<file path="config.mk">
export PLATFORM = sky130hd
export DESIGN_NAME = outif_cfg
export DESIGN_NICKNAME = d
export VERILOG_FILES = /design/src/rtl/outif_cfg_pkg.sv /design/src/rtl/edge_position_decode.sv /design/src/rtl/outif_cfg.sv /design/src/rtl/wb_byte_reg.sv
export VERILOG_INCLUDE_DIRS = /design/src /design/src/rtl
export SDC_FILE = /design/constraint.sdc
export NUM_CORES = 1
export LEC_CHECK = 0
export BUFFER_PORTS_ARGS = -buffer_cell sky130_fd_sc_hd__buf_4
export CAP_MARGIN = 30
export CORE_ASPECT_RATIO = 2
export CORE_MARGIN = 2
export CORE_UTILIZATION = 34
export DETAILED_ROUTE_END_ITERATION = 6
export PLACE_DENSITY = 0.76
export RECOVER_POWER = 50
export SLEW_MARGIN = 40
export SYNTH_ARGS = -nofsm -noshare
export SYNTH_HDL_FRONTEND = slang
export SYNTH_SLANG_ARGS = --single-unit
</file>
<file path="constraint.sdc">
create_clock -name clock_i -period 1.4 [get_ports clock_i]
set_input_delay 0.28 -clock clock_i [delete_from_list [all_inputs] [get_ports clock_i]]
set_output_delay 0.28 -clock clock_i [all_outputs]
set_load 0.02 [all_outputs]
</file>
<file path="src/rtl/outif_cfg_defines.svh">
// Offsets, field positions, reset values and edge shift figures of the output interface configuration
// Function
// [RULE1] Select codes 00/10 defer to format pin
// [RULE2] Code 01 gives DDR, 11 gives parallel
// [RULE3] Clock drive field sets clock strength only
// [RULE4] Software should keep clock drive at maximum
// [RULE5] Rise position applies only when enabled
// [RULE6] Differential rise codes: default, 500ps, align, 200ps
// [RULE7] Single-ended rise codes: 100ps, 200ps, 1.5ns
// [RULE8] Fall position applies only when enabled
// [RULE9] Differential fall codes: 400ps, align, 200ps
// [RULE10] Single-ended fall advances 100ps, 200ps, further
// [RULE11] Position code 00 keeps default edge place
// [RULE12] Standby powers core and buffers, keeps reference; the code powers core and buffers down in standby and keeps the reference up
// [RULE13] Software writes fixed bits of fall register
// [RULE14] New values act right after the write
`ifndef OUTIF_CFG_DEFINES_SVH
`define OUTIF_CFG_DEFINES_SVH

`define RISE_CTRL_OFFSET      8'h41
`define FALL_CTRL_OFFSET      8'h42
`define RISE_CTRL_RESET       8'h00
`define FALL_CTRL_RESET       8'h08
`define FALL_CTRL_FIXED_MASK  8'h3b
`define FALL_CTRL_FIXED_VALUE 8'h08

`define IF_SEL_MSB            7
`define IF_SEL_LSB            6
`define CLK_DRIVE_MSB         5
`define CLK_DRIVE_LSB         4
`define RISE_EN_BIT           3
`define RISE_POS_MSB          2
`define RISE_POS_LSB          1
`define FALL_EN_BIT           0
`define FALL_POS_MSB          7
`define FALL_POS_LSB          6
`define STANDBY_BIT           2

// Edge shifts in picoseconds: setup loss / hold gain, or fall advance
`define DIFF_RISE_SHIFT_01_PS 16'd500
`define DIFF_RISE_SHIFT_11_PS 16'd200
`define SE_RISE_SHIFT_01_PS   16'd100
`define SE_RISE_SHIFT_10_PS   16'd200
`define SE_RISE_SHIFT_11_PS   16'd1500
`define DIFF_FALL_SHIFT_01_PS 16'd400
`define DIFF_FALL_SHIFT_11_PS 16'd200
`define SE_FALL_SHIFT_01_PS   16'd100
`define SE_FALL_SHIFT_10_PS   16'd200
`define SE_FALL_SHIFT_11_PS   16'd300

`endif

</file>
<file path="src/rtl/outif_cfg_pkg.sv">
// Types for the output interface configuration block
package outif_cfg_pkg;

	typedef enum logic [1:0] {
		IFSEL_PIN_A = 2'h0,
		IFSEL_DDR   = 2'h1,
		IFSEL_PIN_B = 2'h2,
		IFSEL_PAR   = 2'h3
	} if_select_t;

	typedef enum logic [1:0] {
		DRIVE_MAX      = 2'h0,
		DRIVE_MEDIUM   = 2'h1,
		DRIVE_LOW      = 2'h2,
		DRIVE_VERY_LOW = 2'h3
	} clock_drive_t;

	typedef enum logic [2:0] {
		BUS_IDLE = 3'h1,
		BUS_ACK  = 3'h2,
		BUS_GAP  = 3'h4
	} bus_state_t;

endpackage

</file>
<file path="src/rtl/edge_position_decode.sv">
// Decodes one edge position field into a shift in picoseconds
`timescale 1ns/1ps
`default_nettype none
`include "outif_cfg_defines.svh"

module edge_position_decode #(
	parameter logic [15:0] DIFF_01 = 16'h0000,
	parameter logic [15:0] DIFF_11 = 16'h0000,
	parameter logic [15:0] SE_01   = 16'h0000,
	parameter logic [15:0] SE_10   = 16'h0000,
	parameter logic [15:0] SE_11   = 16'h0000
) (
	input  wire logic        enable_i,
	input  wire logic        differential_i,
	input  wire logic [1:0]  code_i,
	output logic      [15:0] shift_ps_o,
	output logic             align_o
);

	always_comb begin
		shift_ps_o = 16'h0000;
		align_o    = 1'b0;
		// Disabled control or code 00 keeps the default edge
		if (enable_i) begin
			if (differential_i) begin
				unique case (code_i)
					2'h1: shift_ps_o = DIFF_01;
					2'h2: align_o = 1'b1;
					2'h3: shift_ps_o = DIFF_11;
					default: shift_ps_o = 16'h0000;
				endcase
			end else begin
				unique case (code_i)
					2'h1: shift_ps_o = SE_01;
					2'h2: shift_ps_o = SE_10;
					2'h3: shift_ps_o = SE_11;
					default: shift_ps_o = 16'h0000;
				endcase
			end
		end
	end

endmodule
`default_nettype wire

</file>
<file path="src/rtl/outif_cfg.sv">
// Output interface configuration registers on a classic Wishbone slave
//
// Register access over Wishbone was chosen for this implementation.
`timescale 1ns/1ps
`default_nettype none
`include "outif_cfg_defines.svh"

module outif_cfg (
	input  wire logic                     clock_i,
	input  wire logic                     sys_rst_i,
	input  wire logic                     wb_cyc_i,
	input  wire logic                     wb_stb_i,
	input  wire logic                     wb_we_i,
	input  wire logic [9:0]               wb_adr_i,
	input  wire logic [3:0]               wb_sel_i,
	input  wire logic [31:0]              wb_dat_i,
	output logic      [31:0]              wb_dat_o,
	output logic                          wb_ack_o,
	output logic                          wb_err_o,
	input  wire logic                     format_select_pin_i,
	output logic                          ddr_mode_o,
	output logic                          parallel_mode_o,
	output outif_cfg_pkg::clock_drive_t   single_ended_clock_drive_o,
	output logic      [15:0]              rise_shift_ps_o,
	output logic                          rise_align_o,
	output logic      [15:0]              fall_shift_ps_o,
	output logic                          fall_align_o,
	output logic                          core_powered_o,
	output logic                          output_buffers_powered_o,
	output logic                          reference_powered_o,
	output logic      [7:0]               rise_ctrl_o,
	output logic      [7:0]               fall_ctrl_o
);
	import outif_cfg_pkg::*;

	////////////////////////////////////////////////////////////////////////////////
	// Pin synchroniser

	logic pin_meta_reg;
	logic pin_sync_reg;

	always_ff @(posedge clock_i) begin
		if (sys_rst_i) begin
			pin_meta_reg <= 1'b0;
			pin_sync_reg <= 1'b0;
		end else begin
			pin_meta_reg <= format_select_pin_i;
			pin_sync_reg <= pin_meta_reg;
		end
	end

	////////////////////////////////////////////////////////////////////////////////
	// Wishbone slave: one cycle of ack, then one idle cycle

	bus_state_t bus_state_reg;
	bus_state_t bus_state_next;
	logic [31:0] dat_reg;
	logic [31:0] dat_next;
	logic        err_reg;
	logic        err_next;
	logic        request;
	logic        hit_rise;
	logic        hit_fall;
	logic        write_rise;
	logic        write_fall;
	logic [7:0]  rise_value;
	logic [7:0]  fall_value;

	assign request  = wb_cyc_i && wb_stb_i;
	assign hit_rise = wb_adr_i == {`RISE_CTRL_OFFSET, 2'b00};
	assign hit_fall = wb_adr_i == {`FALL_CTRL_OFFSET, 2'b00};

	always_comb begin
		bus_state_next = bus_state_reg;
		dat_next       = dat_reg;
		err_next       = 1'b0;
		write_rise     = 1'b0;
		write_fall     = 1'b0;
		unique case (bus_state_reg)
			BUS_IDLE: begin
				if (request) begin
					bus_state_next = BUS_ACK;
					err_next       = !(hit_rise || hit_fall);
					dat_next       = hit_rise ? {24'h000000, rise_value} :
					                 hit_fall ? {24'h000000, fall_value} : 32'h00000000;
				end
			end
			BUS_ACK: begin
				bus_state_next = BUS_GAP;
				// Store at the edge where the master samples ack; request still stands
				write_rise     = request && wb_we_i && hit_rise && wb_sel_i[0]; // RULE14
				write_fall     = request && wb_we_i && hit_fall && wb_sel_i[0]; // RULE14
			end
			BUS_GAP: begin
				bus_state_next = BUS_IDLE;
			end
			default: begin
				bus_state_next = BUS_IDLE;
			end
		endcase
		// Read of a just-written register shows the new value
		if (write_rise) begin
			dat_next = {24'h000000, wb_dat_i[7:0]};
		end
		if (write_fall) begin
			dat_next = {24'h000000, wb_dat_i[7:0]};
		end
	end

	always_ff @(posedge clock_i) begin
		if (sys_rst_i) begin
			bus_state_reg <= BUS_IDLE;
			dat_reg       <= 32'h00000000;
			err_reg       <= 1'b0;
		end else begin
			bus_state_reg <= bus_state_next;
			dat_reg       <= dat_next;
			err_reg       <= err_next;
		end
	end

	assign wb_ack_o = (bus_state_reg == BUS_ACK) && !err_reg;
	assign wb_err_o = (bus_state_reg == BUS_ACK) && err_reg;
	assign wb_dat_o = dat_reg;

	////////////////////////////////////////////////////////////////////////////////
	// Registers

	wb_byte_reg #(
		.RESET_VALUE (`RISE_CTRL_RESET)
	) u_rise_reg (
		.clock_i   (clock_i),
		.sys_rst_i (sys_rst_i),
		.write_i   (write_rise),
		.data_i    (wb_dat_i[7:0]),
		.value_o   (rise_value)
	);

	// Fixed bits are stored as written; software keeps them at their values
	wb_byte_reg #(
		.RESET_VALUE (`FALL_CTRL_RESET)
	) u_fall_reg (
		.clock_i   (clock_i),
		.sys_rst_i (sys_rst_i),
		.write_i   (write_fall),
		.data_i    (wb_dat_i[7:0]),
		.value_o   (fall_value)
	);

	assign rise_ctrl_o = rise_value;
	assign fall_ctrl_o = fall_value;

	////////////////////////////////////////////////////////////////////////////////
	// Interface mode

	logic [1:0] if_sel;
	logic       ddr_next;
	logic       ddr_reg;
	logic       par_reg;
	logic       standby;
	logic       drive_reg;

	assign if_sel  = rise_value[`IF_SEL_MSB:`IF_SEL_LSB];
	assign standby = fall_value[`STANDBY_BIT];

	always_comb begin
		unique case (if_sel)
			IFSEL_DDR: ddr_next = 1'b1;          // RULE2
			IFSEL_PAR: ddr_next = 1'b0;          // RULE2
			default:   ddr_next = !pin_sync_reg; // RULE1
		endcase
	end

	always_ff @(posedge clock_i) begin
		if (sys_rst_i) begin
			ddr_reg <= 1'b0;
			par_reg <= 1'b0;
		end else begin
			ddr_reg <= ddr_next;
			par_reg <= !ddr_next;
		end
	end

	assign ddr_mode_o      = ddr_reg;
	assign parallel_mode_o = par_reg;
	// Drive field only reaches the output clock buffer
	assign single_ended_clock_drive_o = clock_drive_t'(rise_value[`CLK_DRIVE_MSB:`CLK_DRIVE_LSB]); // RULE3

	////////////////////////////////////////////////////////////////////////////////
	// Edge placement

	logic [15:0] rise_shift;
	logic [15:0] fall_shift;
	logic        rise_align;
	logic        fall_align;
	logic [15:0] rise_shift_reg;
	logic [15:0] fall_shift_reg;
	logic        rise_align_reg;
	logic        fall_align_reg;

	edge_position_decode #(
		.DIFF_01 (`DIFF_RISE_SHIFT_01_PS),
		.DIFF_11 (`DIFF_RISE_SHIFT_11_PS),
		.SE_01   (`SE_RISE_SHIFT_01_PS),
		.SE_10   (`SE_RISE_SHIFT_10_PS),
		.SE_11   (`SE_RISE_SHIFT_11_PS)
	) u_rise_decode (
		.enable_i       (rise_value[`RISE_EN_BIT]), // RULE5
		.differential_i (ddr_next), // RULE6 RULE7
		.code_i         (rise_value[`RISE_POS_MSB:`RISE_POS_LSB]),
		.shift_ps_o     (rise_shift),
		.align_o        (rise_align)
	);

	edge_position_decode #(
		.DIFF_01 (`DIFF_FALL_SHIFT_01_PS),
		.DIFF_11 (`DIFF_FALL_SHIFT_11_PS),
		.SE_01   (`SE_FALL_SHIFT_01_PS),
		.SE_10   (`SE_FALL_SHIFT_10_PS),
		.SE_11   (`SE_FALL_SHIFT_11_PS)
	) u_fall_decode (
		.enable_i       (rise_value[`FALL_EN_BIT]), // RULE8
		.differential_i (ddr_next), // RULE9 RULE10
		.code_i         (fall_value[`FALL_POS_MSB:`FALL_POS_LSB]),
		.shift_ps_o     (fall_shift),
		.align_o        (fall_align)
	);

	always_ff @(posedge clock_i) begin
		if (sys_rst_i) begin
			rise_shift_reg <= 16'h0000;
			fall_shift_reg <= 16'h0000;
			rise_align_reg <= 1'b0;
			fall_align_reg <= 1'b0;
			drive_reg      <= 1'b1;
		end else begin
			rise_shift_reg <= rise_shift; // RULE11
			fall_shift_reg <= fall_shift; // RULE11
			rise_align_reg <= rise_align;
			fall_align_reg <= fall_align;
			drive_reg      <= !standby; // RULE12
		end
	end

	assign rise_shift_ps_o          = rise_shift_reg;
	assign fall_shift_ps_o          = fall_shift_reg;
	assign rise_align_o             = rise_align_reg;
	assign fall_align_o             = fall_align_reg;
	// Reference stays up in standby so wake-up is quick
	assign core_powered_o           = drive_reg; // RULE12
	assign output_buffers_powered_o = drive_reg; // RULE12
	assign reference_powered_o      = 1'b1;      // RULE12

	////////////////////////////////////////////////////////////////////////////////
	// Checks

	property p_ddr_select;
		@(posedge clock_i) disable iff (sys_rst_i)
		(if_sel == 2'h1) |=> ddr_mode_o && !parallel_mode_o;
	endproperty
	a_ddr_select: assert property (p_ddr_select) else $error("ddr code not honoured"); // RULE2

	property p_pin_select;
		@(posedge clock_i) disable iff (sys_rst_i)
		// Release edge excluded: mode flops are still held in reset there
		(!sys_rst_i && !if_sel[0] && $stable(pin_sync_reg)) |=> (ddr_mode_o == !$past(pin_sync_reg));
	endproperty
	a_pin_select: assert property (p_pin_select) else $error("pin select not honoured"); // RULE1

	property p_drive;
		@(posedge clock_i) disable iff (sys_rst_i)
		single_ended_clock_drive_o == rise_ctrl_o[5:4];
	endproperty
	a_drive: assert property (p_drive) else $error("clock drive mismatch"); // RULE3

	property p_rise_off;
		@(posedge clock_i) disable iff (sys_rst_i)
		!rise_ctrl_o[3] |=> rise_shift_ps_o == 16'h0000 && !rise_align_o;
	endproperty
	a_rise_off: assert property (p_rise_off) else $error("rise shift while disabled"); // RULE5

	property p_fall_off;
		@(posedge clock_i) disable iff (sys_rst_i)
		!rise_ctrl_o[0] |=> fall_shift_ps_o == 16'h0000 && !fall_align_o;
	endproperty
	a_fall_off: assert property (p_fall_off) else $error("fall shift while disabled"); // RULE8

	property p_diff_rise;
		@(posedge clock_i) disable iff (sys_rst_i)
		(ddr_next && rise_ctrl_o[3:1] == 3'h5) |=> rise_shift_ps_o == 16'd500;
	endproperty
	a_diff_rise: assert property (p_diff_rise) else $error("differential rise shift wrong"); // RULE6

	property p_se_rise;
		@(posedge clock_i) disable iff (sys_rst_i)
		(!ddr_next && rise_ctrl_o[3:1] == 3'h7) |=> rise_shift_ps_o == 16'd1500;
	endproperty
	a_se_rise: assert property (p_se_rise) else $error("single-ended rise shift wrong"); // RULE7

	property p_diff_fall;
		@(posedge clock_i) disable iff (sys_rst_i)
		(ddr_next && rise_ctrl_o[0] && fall_ctrl_o[7:6] == 2'h1) |=> fall_shift_ps_o == 16'd400;
	endproperty
	a_diff_fall: assert property (p_diff_fall) else $error("differential fall shift wrong"); // RULE9

	property p_se_fall;
		@(posedge clock_i) disable iff (sys_rst_i)
		(!ddr_next && rise_ctrl_o[0] && fall_ctrl_o[7:6] == 2'h2) |=> fall_shift_ps_o == 16'd200;
	endproperty
	a_se_fall: assert property (p_se_fall) else $error("single-ended fall shift wrong"); // RULE10

	property p_default_pos;
		@(posedge clock_i) disable iff (sys_rst_i)
		(rise_ctrl_o[2:1] == 2'h0) |=> rise_shift_ps_o == 16'h0000 && !rise_align_o;
	endproperty
	a_default_pos: assert property (p_default_pos) else $error("code 00 moved the edge"); // RULE11

	property p_standby;
		@(posedge clock_i) disable iff (sys_rst_i)
		fall_ctrl_o[2] |=> !core_powered_o && !output_buffers_powered_o && reference_powered_o;
	endproperty
	a_standby: assert property (p_standby) else $error("standby power state wrong"); // RULE12

	property p_write_effect;
		@(posedge clock_i) disable iff (sys_rst_i)
		write_fall |=> fall_ctrl_o == $past(wb_dat_i[7:0]);
	endproperty
	a_write_effect: assert property (p_write_effect) else $error("write not applied"); // RULE14

endmodule
`default_nettype wire

</file>
<file path="src/rtl/wb_byte_reg.sv">
// One byte-wide configuration register with reset value and write enable
`timescale 1ns/1ps
`default_nettype none

module wb_byte_reg #(
	parameter logic [7:0] RESET_VALUE = 8'h00
) (
	input  wire logic       clock_i,
	input  wire logic       sys_rst_i,
	input  wire logic       write_i,
	input  wire logic [7:0] data_i,
	output logic      [7:0] value_o
);

	logic [7:0] value_reg;
	logic [7:0] value_next;

	always_comb begin
		value_next = write_i ? data_i : value_reg;
	end

	always_ff @(posedge clock_i) begin
		if (sys_rst_i) begin
			value_reg <= RESET_VALUE;
		end else begin
			value_reg <= value_next;
		end
	end

	assign value_o = value_reg;

endmodule
`default_nettype wire

</file>
# Word-level counts from Yosys, hierarchy flattened
# Cells that the tools add are included.
# word_totals
mem_bits_ro	0
mem_count	0
ram_bits	0
ff_bits	67
latch_bits	0
in_bits	52
# classes
n_reduce_logical	22
n_addsub	0
div_mod_pow	0
bitwise	5
n_mul	0
n_mux	19
shift	0
n_eq_ne	13
n_lt_le_gt_ge	0
# op_table
cell	n
two-way mux 8 bit	6
case mux 9 bit (2 select lines)	2
case mux 11 bit (3 select lines)	1
two-way mux 16 bit	2
case mux 9 bit (3 select lines)	1
equality test 10 x 9 -> 1 bit (second input constant)	2
equality test 2 bit (second input constant)	5
OR reduction 3 bit	3
logical AND 1 bit	8
equality test 2 x 1 -> 1 bit (second input constant)	3
case mux 3 bit (2 select lines)	1
nonzero test 3 bit	2
logical NOT 1 bit	5
NOT 1 bit	5
two-way mux 1 bit	4
OR reduction 2 bit	2
equality test 3 x 1 -> 1 bit (second input constant)	1
equality test 3 x 2 -> 1 bit (second input constant)	1
two-way mux 3 bit	1
inequality test 2 bit (second input constant)	1
case mux 1 bit (2 select lines)	1
AND reduction 2 bit	1
logical OR 1 bit	1

# Longest topological paths before layout
# Gate-level depths: netlist (run 1).
# logic_depth
word_depth	7
mapped_depth	6
mapped_depth_nobuf	4

# Hierarchy
# From an unflattened synthesis (run 1), not the netlist that was laid out.
# hier_totals
hier_cells	293
hier_area_um2	2896.5
# modules_own_cells
mod	seq_area_each_um2	area_per_inst_um2	n_inst	cells_per_inst
outif_cfg	1021.0	1905.6	1	184
wb_byte_reg at u_fall_reg	160.2	290.3	1	26
wb_byte_reg at u_rise_reg	160.2	285.3	1	26
edge_position_decode at u_fall_decode	0.0	252.7	1	33
edge_position_decode at u_rise_decode	0.0	162.7	1	24

# Least setup slack after synthesis (run 1)
# No wires, ideal clock.
# synth_timing
path_kind	in2reg
start	input wb_adr_i[7]
end	register dat_reg[0], in the netlist wb_dat_o[0]
cell_stages	5
setup_slack_ns	-0.051
arrival_ns	1.329
n_path_buf	1
cell_sequence	nor4b_4 and4_1 buf_6 a211oi_4 a221o_1
# synth_via
elab_chain_cells	7
elab_cells_between_ends	17
cone_classes	eq/ne (2); mux (8); reduce/logical (7)
# synth_lines
element	line	rtl
start: declaration	outif_cfg.sv:14	input wire logic [9:0] wb_adr_i,
equality test 10 x 9 -> 1 bit	outif_cfg.sv:71	assign hit_fall = wb_adr_i == {`FALL_CTRL_OFFSET, 2'b00};
two-way mux 8 bit	outif_cfg.sv:85	hit_fall ? {24'h000000, fall_value} : 32'h00000000;
two-way mux 8 bit	outif_cfg.sv:84	dat_next = hit_rise ? {24'h000000, rise_value} :
two-way mux 8 bit	outif_cfg.sv:81	if (request) begin
two-way mux 8 bit	outif_cfg.sv:79	unique case (bus_state_reg)
two-way mux 8 bit	outif_cfg.sv:102	if (write_rise) begin
two-way mux 8 bit	outif_cfg.sv:105	if (write_fall) begin
end signal: assignment	outif_cfg.sv:117	dat_reg <= dat_next;
end: declaration	outif_cfg.sv:57	logic [31:0] dat_reg;
# Parallel ways exist; a longest one is shown, timed or not. The select of a mux whose other input is x is not followed.
# A chain may end at the register's enable or synchronous reset.

# Worst setup path after layout (run 1)
# layout_timing
start	register bus_state_reg[2]
end	output wb_ack_o
# layout_via
elab_chain_cells	2
# layout_lines
element	line	rtl
start: declaration	outif_cfg.sv:55	bus_state_t bus_state_reg;
start signal: assignment	outif_cfg.sv:116	bus_state_reg <= bus_state_next;
equality test 3 x 2 -> 1 bit	outif_cfg.sv:122	assign wb_ack_o = (bus_state_reg == BUS_ACK) && !err_reg;
logical AND 1 bit	outif_cfg.sv:122	
end: declaration	outif_cfg.sv:18	output logic wb_ack_o,
# Every way passes these cells.

==> metrics.txt, run 1 <==
post-synth top area cell=dfxtp_1; post-route ant nets=0; synthesized cell area=2300 sq um; detailed router's first-iteration violation count=88; Vias/cell=4.88; FF-to-FF Start=bus_state_reg[2]; Post-Place Worst Slack=-0.288 ns; RSZ-0062 raised after global routing=yes; Crit. End Element=output pin; mux share of post-synthesis cell area=0.00923; Synth Area in Simple Gates=0.190; Starting Density=0.351; Reg-to-Reg End=wb_dat_o[7]; nets@finish=395; most common flop cell mapped by yosys=dfxtp_1; via count=2,083; Cell Rows=42; hpwl dp=4600 microns; Slew Viols, Final=0; cell family with most CP delay=simple AND/OR/NAND/NOR gates; io pins=143; DRT Wirelength=6090 microns; number of global-route vias before repair=2,014; Post-Synth Adder-Cell Area=0.0217; clock latency on the worst-skew pair=0.28 ns; # diodes=0; maximum root-to-sink buffer count=2; cell repeated most along the worst path=buf_6; crit path max fanout=3; GRT Total Usage=0.164; PortBufs=73; global-route wire length before repair=9800 microns; Die Y=120 microns; largest family of logic cells by synthesized area=buffers and inverters; Initial DRT Pass Iterations=4; post-DR wirelength/cell=14.3 microns; Tot Pwr=3190 uW; synth unique cells=39; H-tree depth=2; fmax=615 MHz; Post-route DRC=0; clock-pin slew on the worst setup and hold paths=0.06 ns; critical path class=reg2out; leak pwr=0.00124 uW; Buf/Inv on CP=2; CP max stage cell=or3b_4; largest stage delay on the critical path=0.40 ns; Power Density=1070 nW/um^2; HP Class=in2reg; worst setup path end=wb_ack_o; status=complete, but fails checks; YS warnings=0; WP depth=4; crit start category=flop; r2r setup slk=-0.17 ns; Worst EP arrival=1.35 ns; P&R area growth vs syn=29.7%; complex-gate fraction of the synthesized area=0.161; Worst Setup SP=bus_state_reg[2]; Async S/R FF share, synth=0; layout cell share with drive strength beyond 1=0.260; Syn Area/Cell=8.97 sq um; total core area=6570 sq um; top area cells in the synthesized netlist=dfxtp_1 (42%), buf_4 (16%), a21oi_1 (4.6%), nand3_1 (3.9%), o21ai_0 (3.3%); Post-synth EDFFs=0; clock root buffer=clkbuf_16; Post-Route Setup TNS=-1.50 ns; maxcap violations=0; final std cells w/o fill=427; Slew @ Worst Pin=0.512 ns; antenna violations before repair=0; Register-to-Register Path Depth=6; Die Area=7490 sq um; Worst Skew=0.00644 ns; total congestion overflow=0; Synth top area share=0.417; period utilisation layout=1.16; synth cell count leaders=buf_4 (49), dfxtp_1 (48), a21oi_1 (21); largest net degree at the start of global routing=24; Num Clock Sinks=48; Relative slew margins=0.659; Critical Path RT=1.12 ns; xor/xnor cell area share of the yosys netlist=0; Hold Vio Cnt, Final=0; CTS tree=done; Mapped Cells=257; failing checks=setup timing; dpl cells=419; sequential area share after synthesis=0.417; crit-path cells=or3b_4 -> buf_6 -> nor2_4 -> buf_6; maximum VDD drop=533 uV; final setup fails=11; Placer Congestion=0.840; count leader, synth=buf_4; synthesized flop and latch total=48; setup ws final=-0.226 ns; Die X-Extent=62.2 microns; CTS buffer count=5; min Tclk post-route=1.63 ns
## layout by cell type (no fill, tap or decap), drive strengths merged
master,synthesis,layout
and4,2,2
ha,4,4
a31oi,1,1
nor2,13,13
nor3b,1,1
a22oi,8,8
inv,5,5
mux2,1,1
nand4,1,1
nor3,9,9
o21ai,16,16
buf,55,65
o21a,2,2
and4b,2,2
a211oi,3,3
clkbuf,7,37
a221o,7,7
bufinv,0,2
mux2i,1,1
and2,2,2
nor4b,1,1
nor4,3,3
conb,2,42
a21oi,21,21
dfxtp,48,48
or3b,1,1
and3,2,2
nand3,18,18
nand2b,3,3
nand2,11,11
nor2b,7,7
## cell type report
cell class / instances / area (sq um)
Clock buffer: 5 / 125
Clock inverter: 2 / 60.1
Fill cell: 675 / 3580
Inverter: 5 / 18.8
Multi-Input combinational cell: 182 / 1060
Sequential cell: 48 / 965
Tap cell: 88 / 110
Timing Repair Buffer: 97 / 647
## worst register-to-register path, delay by kind of cell (launching register included)
kind                   cells  cell delay, ns
AND/OR/NAND/NOR            3            0.72
flip-flops                 1            0.33
buffers and inverters      2            0.30
AO/OA/AOI/OAI              1            0.15
## worst min-delay path by stage
| stage | start | to | slack (ns) | cells after the start |
|---|---|---|---|---|
| floorplan | format_select_pin_i | pin_meta_reg | 0.41 | 1 |
| global placement | u_fall_reg.value_o[2] | core_powered_o | 0.42 | 1 |
| detailed placement | u_fall_reg.value_o[2] | core_powered_o | 0.43 | 1 |
| CTS | format_select_pin_i | pin_meta_reg | 0.23 | 2 |
| global route | format_select_pin_i | pin_meta_reg | 0.24 | 2 |
| finish | format_select_pin_i | pin_meta_reg | 0.23 | 2 |
## report_power, final
group          total [uW]  switching, uW  leakage (uW)  internal, uW
clock network        1490            480     0.0000899          1010
logic                 313            214      0.000760          99.4
registers            1380           5.66      0.000389          1380
total                3190            699       0.00124          2490
## metrics by stage
step	util	instance area, sq um	hold WS, ns
floorplan	-	2460	0.408
global placement	0.438	2870	0.417
detailed placement	0.438	2870	0.427
CTS	0.469	3080	0.234
global route	0.455	2990	0.243
finish	0.455	2990	0.231
## routing by layer
| layer | routed length (microns) | GRT usage | up-vias | share of wire |
|---|---|---|---|---|
| met5 | 0 | 0 | - | 0 |
| met4 | 191 | 0.0625 | 0 | 0.031 |
| met3 | 522 | 0.0363 | 19 | 0.086 |
| met2 | 3380 | 0.321 | 131 | 0.56 |
| met1 | 1990 | 0.166 | 966 | 0.33 |
| li1 | - | - | 967 | - |
## logic make-up (layout without fill, tap and decap cells)
kind of cell | after synthesis | count (layout)
AO/OA/AOI/OAI | 58 | 58
adder cells (fa/ha/maj) | 4 | 4
buffers and inverters | 67 | 109
flip-flops | 48 | 48
multiplexers | 2 | 2
other | 2 | 42
AND/OR/NAND/NOR | 76 | 76
## timing repair
| item | in CTS | in global routing |
|---|---|---|
| gates cloned | 0 | 0 |
| endpoints found under the hold margin | 0 | 0 |
| pin swaps | 2 | 6 |
| hold buffers | 0 | 0 |
| endpoints found under the setup margin | 26 | 26 |
| gates resized for setup | 10 | 7 |
| buffers inserted | 0 | 1 |
(Power assumes the default switching activity.)
==> inputs of run 2 (changes only) <==
--- a/constraint.sdc
+++ b/constraint.sdc
@@ -3,2 +3,2 @@
 set_output_delay 0.28 -clock clock_i [all_outputs]
-set_load 0.02 [all_outputs]
+set_load 0.05 [all_outputs]
==> run 2 against run 1 <==
The run still ends with setup timing left; critical path depth unchanged; register-to-register slack got worse by 0.06 ns; sequential share of layout area decreased by 3.3 points; clock power increased by 4%; combinational power increased by 59%; global-route usage increased by 0.32 points; wire length increased by 15%; die area unchanged; sequential power about the same; fmax decreased by 2.5%; critical path type unchanged.
==> metrics.txt, run 2 (same netlist as run 1, synthesis figures left out) <==
CTS tree=done (unchanged); antenna violations before repair=0 (unchanged); Vias/cell=5.02 (was 4.88); final std cells w/o fill=440 (was 427); crit path max fanout=3 (unchanged); detailed router's first-iteration violation count=145 (was 88); post-DR wirelength/cell=15.9 microns (was 14.3 microns); largest net degree at the start of global routing=18 (was 24); Fill cells=620 (was 675); HP Class=in2reg (unchanged); fmax=600 MHz (was 615 MHz); Relative slew margins=0.386 (was 0.659); post-route ant nets=0 (unchanged); Cell Rows=42 (unchanged); commonest cells after routing, fill and taps aside=buf_4 (70), dfxtp_1 (43), conb_1 (42) (was buf_4 (60), dfxtp_1 (45), conb_1 (42)); leading cell type in the layout, fill and taps excluded=buf_4 (unchanged); Hold Vio Cnt, Final=0 (unchanged); P&R area growth vs syn=44.7% (was 29.7%); nets@finish=407 (was 395); leak pwr=0.00142 uW (was 0.00124 uW); clock latency on the worst-skew pair=0.29 ns (was 0.28 ns); clock-pin slew on the worst setup and hold paths=0.07 ns (was 0.06 ns); setup ws final=-0.267 ns (was -0.226 ns); clock root buffer=clkbuf_16 (unchanged); H-tree depth=2 (unchanged); r2r setup slk=-0.23 ns (was -0.17 ns); global-route wire length before repair=9880 microns (was 9800 microns); status=complete, but fails checks (unchanged); hold_buf cts=0 (unchanged); via count=2,210 (was 2,083); failing checks=setup timing (unchanged); Initial DRT Pass Iterations=4 (unchanged); Slew Viols, Final=0 (unchanged); Post-route DRC=0 (unchanged); period utilisation layout=1.19 (was 1.16); maxcap violations=0 (unchanged); Die Y=120 microns (unchanged); crit start category=flop (unchanged); Die Area=7490 sq um (unchanged); Num Clock Sinks=48 (unchanged); number of global-route vias before repair=2,048 (was 2,014); register area=967 sq um (was 965 sq um); RSZ-0062 raised after global routing=yes (unchanged); Post-Route Setup TNS=-4.07 ns (was -1.50 ns); Placer Congestion=0.871 (was 0.840); Worst Skew=0.00538 ns (was 0.00644 ns); Slew @ Worst Pin=0.921 ns (was 0.512 ns); Die X-Extent=62.2 microns (unchanged); CTS buffer count=5 (unchanged); Power Density=1030 nW/um^2 (was 1070 nW/um^2); critical path class=reg2out (unchanged); Register-to-Register Path Depth=7 (was 6); # diodes=0 (unchanged); layout cell share with drive strength beyond 1=0.449 (was 0.260); maximum root-to-sink buffer count=2 (unchanged); PortBufs=73 (unchanged); DRT Wirelength=6980 microns (was 6090 microns); total core area=6570 sq um (unchanged); hpwl dp=4800 microns (was 4600 microns); final setup fails=34 (was 11); hold path depth=2 (unchanged); min Tclk post-route=1.67 ns (was 1.63 ns); Worst EP arrival=1.39 ns (was 1.35 ns); maximum VDD drop=766 uV (was 533 uV); Critical Path RT=1.12 ns (about the same); total congestion overflow=0 (unchanged); dpl cells=422 (was 419); Crit. End Element=output pin (unchanged); Starting Density=0.351 (unchanged); io pins=143 (unchanged); Multi-input gate area=1210 sq um (was 1060 sq um); GRT Total Usage=0.168 (was 0.164)
[run 2: changes by cell type in the layout (fill, tap and decap cells not counted), moves of 3 or more]
| cell | before | now |
|---|---|---|
| clkbuf_1 | 30 | 2 |
| buf_6 | 3 | 8 |
| buf_4 | 60 | 70 |
| nand3_4 | 0 | 4 |
| nand3_1 | 18 | 5 |
| nand3_2 | 0 | 9 |
| clkbuf_2 | 2 | 24 |
| a21oi_2 | 0 | 8 |
| o21ai_0 | 12 | 9 |
| a21oi_1 | 21 | 13 |
[run 2: per-layer routing]
layer,up-vias,global-route usage,wire length (microns)
li1,991,-,-
met1,1032,0.158,2100
met2,149,0.321,3880
met3,38,0.0447,577
met4,0,0.0917,414
met5,-,0,0
[run 2: path summary, 6_finish.rpt]
| path | startpoint | end |
|---|---|---|
| max | bus_state_reg[0] | wb_ack_o |
| min | format_select_pin_i | pin_meta_reg |
| max reg2reg | bus_state_reg[0] | wb_dat_o[5] |
| min reg2reg | u_fall_reg.value_o[2] | core_powered_o |
[run 2: worst max-delay path, cell delays in order, from the launching register on]
cell     delay [ns]
dfxtp_2        0.33
or3b_4         0.40
buf_6          0.13
nor2_4         0.08
buf_8          0.15
[run 2: area by class of cell]
| cell class | instances | area share |
|---|---|---|
| Clock buffer | 5 | 0.0375 |
| Clock inverter | 3 | 0.0206 |
| Inverter | 5 | 0.00563 |
| Multi-Input combinational cell | 182 | 0.363 |
| Sequential cell | 48 | 0.290 |
| Tap cell | 88 | 0.0330 |
| Timing Repair Buffer | 109 | 0.250 |
[run 2: power breakdown]
group          total, uW  internal, uW  switching (uW)
Combinational        498           105             393
Sequential          1380          1380            6.00
Clock               1550          1030             523
[run 2: timing repair]
action / in CTS / in global routing
pin swaps: 4 / 26
gates resized for setup: 15 / 47
gates cloned: 0 / 0
setup endpoints to repair: 26 / 27
buffers inserted: 2 / 8
[run 2: stage by stage]
step	cell area (sq um)	power, uW	utilization	setup WS [ns]	hold WS (ns)
finish	3340	3430	0.508	-0.267	0.235
floorplan	2460	1840	-	-0.0480	0.408
detailed placement	2890	1880	0.440	-0.270	0.430
global route	3340	3530	0.508	-0.315	0.256
global placement	2890	1880	0.440	-0.195	0.422
CTS	3150	3410	0.479	-0.251	0.237
==> inputs of run 3 (changes only) <==
- SKIP_LAST_GASP: unset -> 1
==> run 3 against run 2 <==
The flow still finishes with violations (setup timing); combinational power shrank 2%; fmax shrank 0.76%; critical path type unchanged; largest power group unchanged; final area shrank 3.4%; flip-flop and latch count is the same; final cell count is the same; clock skew is essentially flat; global-route usage shrank 0.059 points; via count shrank 1.2%.
==> metrics.txt, run 3 (same netlist as run 1, synthesis figures left out) <==
hold_buf cts=0 (unchanged); Critical Path RT=1.12 ns (about the same); Worst Setup SP=bus_state_reg[0] (unchanged); largest net degree at the start of global routing=18 (unchanged); crit path max fanout=3 (unchanged); Reg-to-Reg End=wb_dat_o[0] (was wb_dat_o[5]); global-route wire length before repair=9840 microns (was 9880 microns); Worst EP arrival=1.40 ns (was 1.39 ns); via count=2,183 (was 2,210); Power Density=1060 nW/um^2 (was 1030 nW/um^2); worst setup path end=wb_ack_o (unchanged); leak pwr=0.00142 uW (about the same); DRT Wirelength=6720 microns (was 6980 microns); final instance area=3220 sq um (was 3340 sq um); period utilisation layout=1.20 (was 1.19); post-DR wirelength/cell=15.3 microns (was 15.9 microns); Worst Skew=0.00548 ns (was 0.00538 ns); detailed router's first-iteration violation count=121 (was 145); HP Class=in2reg (unchanged); final std cells w/o fill=440 (unchanged); post-route ant nets=0 (unchanged); Slew @ Worst Pin=0.873 ns (was 0.921 ns); r2r setup slk=-0.25 ns (was -0.23 ns); maximum VDD drop=775 uV (was 766 uV); FF-to-FF Start=bus_state_reg[0] (unchanged); P&R area growth vs syn=39.8% (was 44.7%); P_int=2510 uW (about the same); status=complete, but fails checks (unchanged); Die Area=7490 sq um (unchanged); Placed Instance Area=2890 sq um (unchanged); failing checks=setup timing (unchanged); Die Y=120 microns (unchanged); number of global-route vias before repair=2,043 (was 2,048); CTS tree=done (unchanged); PortBufs=73 (unchanged); antenna violations before repair=0 (unchanged); Flop pwr share=0.405 (was 0.403); Starting Density=0.351 (unchanged); GRT Total Usage=0.167 (was 0.168); hpwl dp=4800 microns (unchanged); Post-route DRC=0 (unchanged); RSZ-0062 raised after global routing=yes (unchanged); Fill cells=648 (was 620); Num Clock Sinks=48 (unchanged); # diodes=0 (unchanged); min Tclk post-route=1.68 ns (was 1.67 ns); Slew Viols, Final=0 (unchanged); critical path class=reg2out (unchanged); H-tree depth=2 (unchanged); commonest cells after routing, fill and taps aside=buf_4 (71), dfxtp_1 (43), conb_1 (42) (was buf_4 (70), dfxtp_1 (43), conb_1 (42)); nets@finish=407 (unchanged); Placer Congestion=0.871 (unchanged); Hold Vio Cnt, Final=0 (unchanged); layout cell share with drive strength beyond 1=0.409 (was 0.449); leading cell type in the layout, fill and taps excluded=buf_4 (unchanged); total congestion overflow=0 (unchanged); Relative slew margins=0.418 (was 0.386); fmax=595 MHz (was 600 MHz); maximum root-to-sink buffer count=2 (unchanged); clock-pin slew on the worst setup and hold paths=0.07 ns (about the same); final setup fails=30 (was 34); setup ws final=-0.280 ns (was -0.267 ns); clock root buffer=clkbuf_16 (unchanged); total core area=6570 sq um (unchanged); io pins=143 (unchanged); maxcap violations=0 (unchanged); Die X-Extent=62.2 microns (unchanged); Cell Rows=42 (unchanged); clock group share of total power=0.453 (was 0.452); CTS buffer count=5 (unchanged); sw frac=0.266 (was 0.269); Register-to-Register Path Depth=7 (unchanged); combinational share of power=0.143 (was 0.145); Initial DRT Pass Iterations=4 (unchanged); Psw=910 uW (was 922 uW); Vias/cell=4.96 (was 5.02); dpl cells=422 (unchanged); Tot Pwr=3420 uW (was 3430 uW); crit start category=flop (unchanged); clock latency on the worst-skew pair=0.29 ns (about the same); Crit. End Element=output pin (unchanged)
## run 3: cell counts in the layout (fill, tap and decap cells not counted)
No cell type changed its count.
## run 3: cell type report
type | count | area (sq um) | share of cell area
flip-flops and latches | 48 | 967 | 0.300
repair buffers | 109 | 802 | 0.249
multi-input cells | 182 | 1130 | 0.351
clock inverters | 3 | 68.8 | 0.0214
well taps | 88 | 110 | 0.0342
clock buffers | 5 | 125 | 0.0388
inverters | 5 | 18.8 | 0.00582
## run 3: how the worst min path moves through the flow
stage,from,cells past startpoint,end
floorplan,format_select_pin_i,1,pin_meta_reg
global placement,u_fall_reg.value_o[2],1,core_powered_o
detailed placement,u_fall_reg.value_o[2],1,core_powered_o
CTS,format_select_pin_i,2,pin_meta_reg
global route,format_select_pin_i,2,pin_meta_reg
finish,format_select_pin_i,2,pin_meta_reg
## run 3: power by group through the flow
stage | combinational, uW | sequential (uW) | clock (uW)
5_1_grt | 508 | 1380 | 1630
6_report | 488 | 1380 | 1550
3_5_place_dp | 470 | 1410 | 0
3_3_place_gp | 466 | 1410 | 0
2_1_floorplan | 412 | 1430 | 0
4_1_cts | 474 | 1380 | 1550
## run 3: critical path: stages (launching register included)
cell,delay (ns)
dfxtp_2,0.34
or3b_4,0.41
buf_6,0.13
nor2_4,0.08
buf_8,0.15
## run 3: metal layers
layer,vias up,GRT usage,part of all wire
met1,1000,0.158,0.30
met5,-,0,0
met3,39,0.0428,0.089
li1,991,-,-
met2,153,0.323,0.55
met4,0,0.0875,0.061
## run 3: metrics by stage
step	TNS, ns	utilization	setup slack [ns]	hold slack, ns
floorplan	-0.336	-	-0.0480	0.408
global placement	-2.83	0.440	-0.195	0.422
detailed placement	-3.91	0.440	-0.270	0.430
CTS	-1.36	0.477	-0.251	0.237
global route	-6.85	0.491	-0.333	0.258
finish	-3.41	0.491	-0.280	0.230
## run 3: what timing repair did
item / in CTS / in global routing
setup endpoints to repair: 26 / 27
cloned: 0 / 2
setup buffers: 2 / 6
gates resized for setup: 11 / 40
pin swaps: 4 / 14
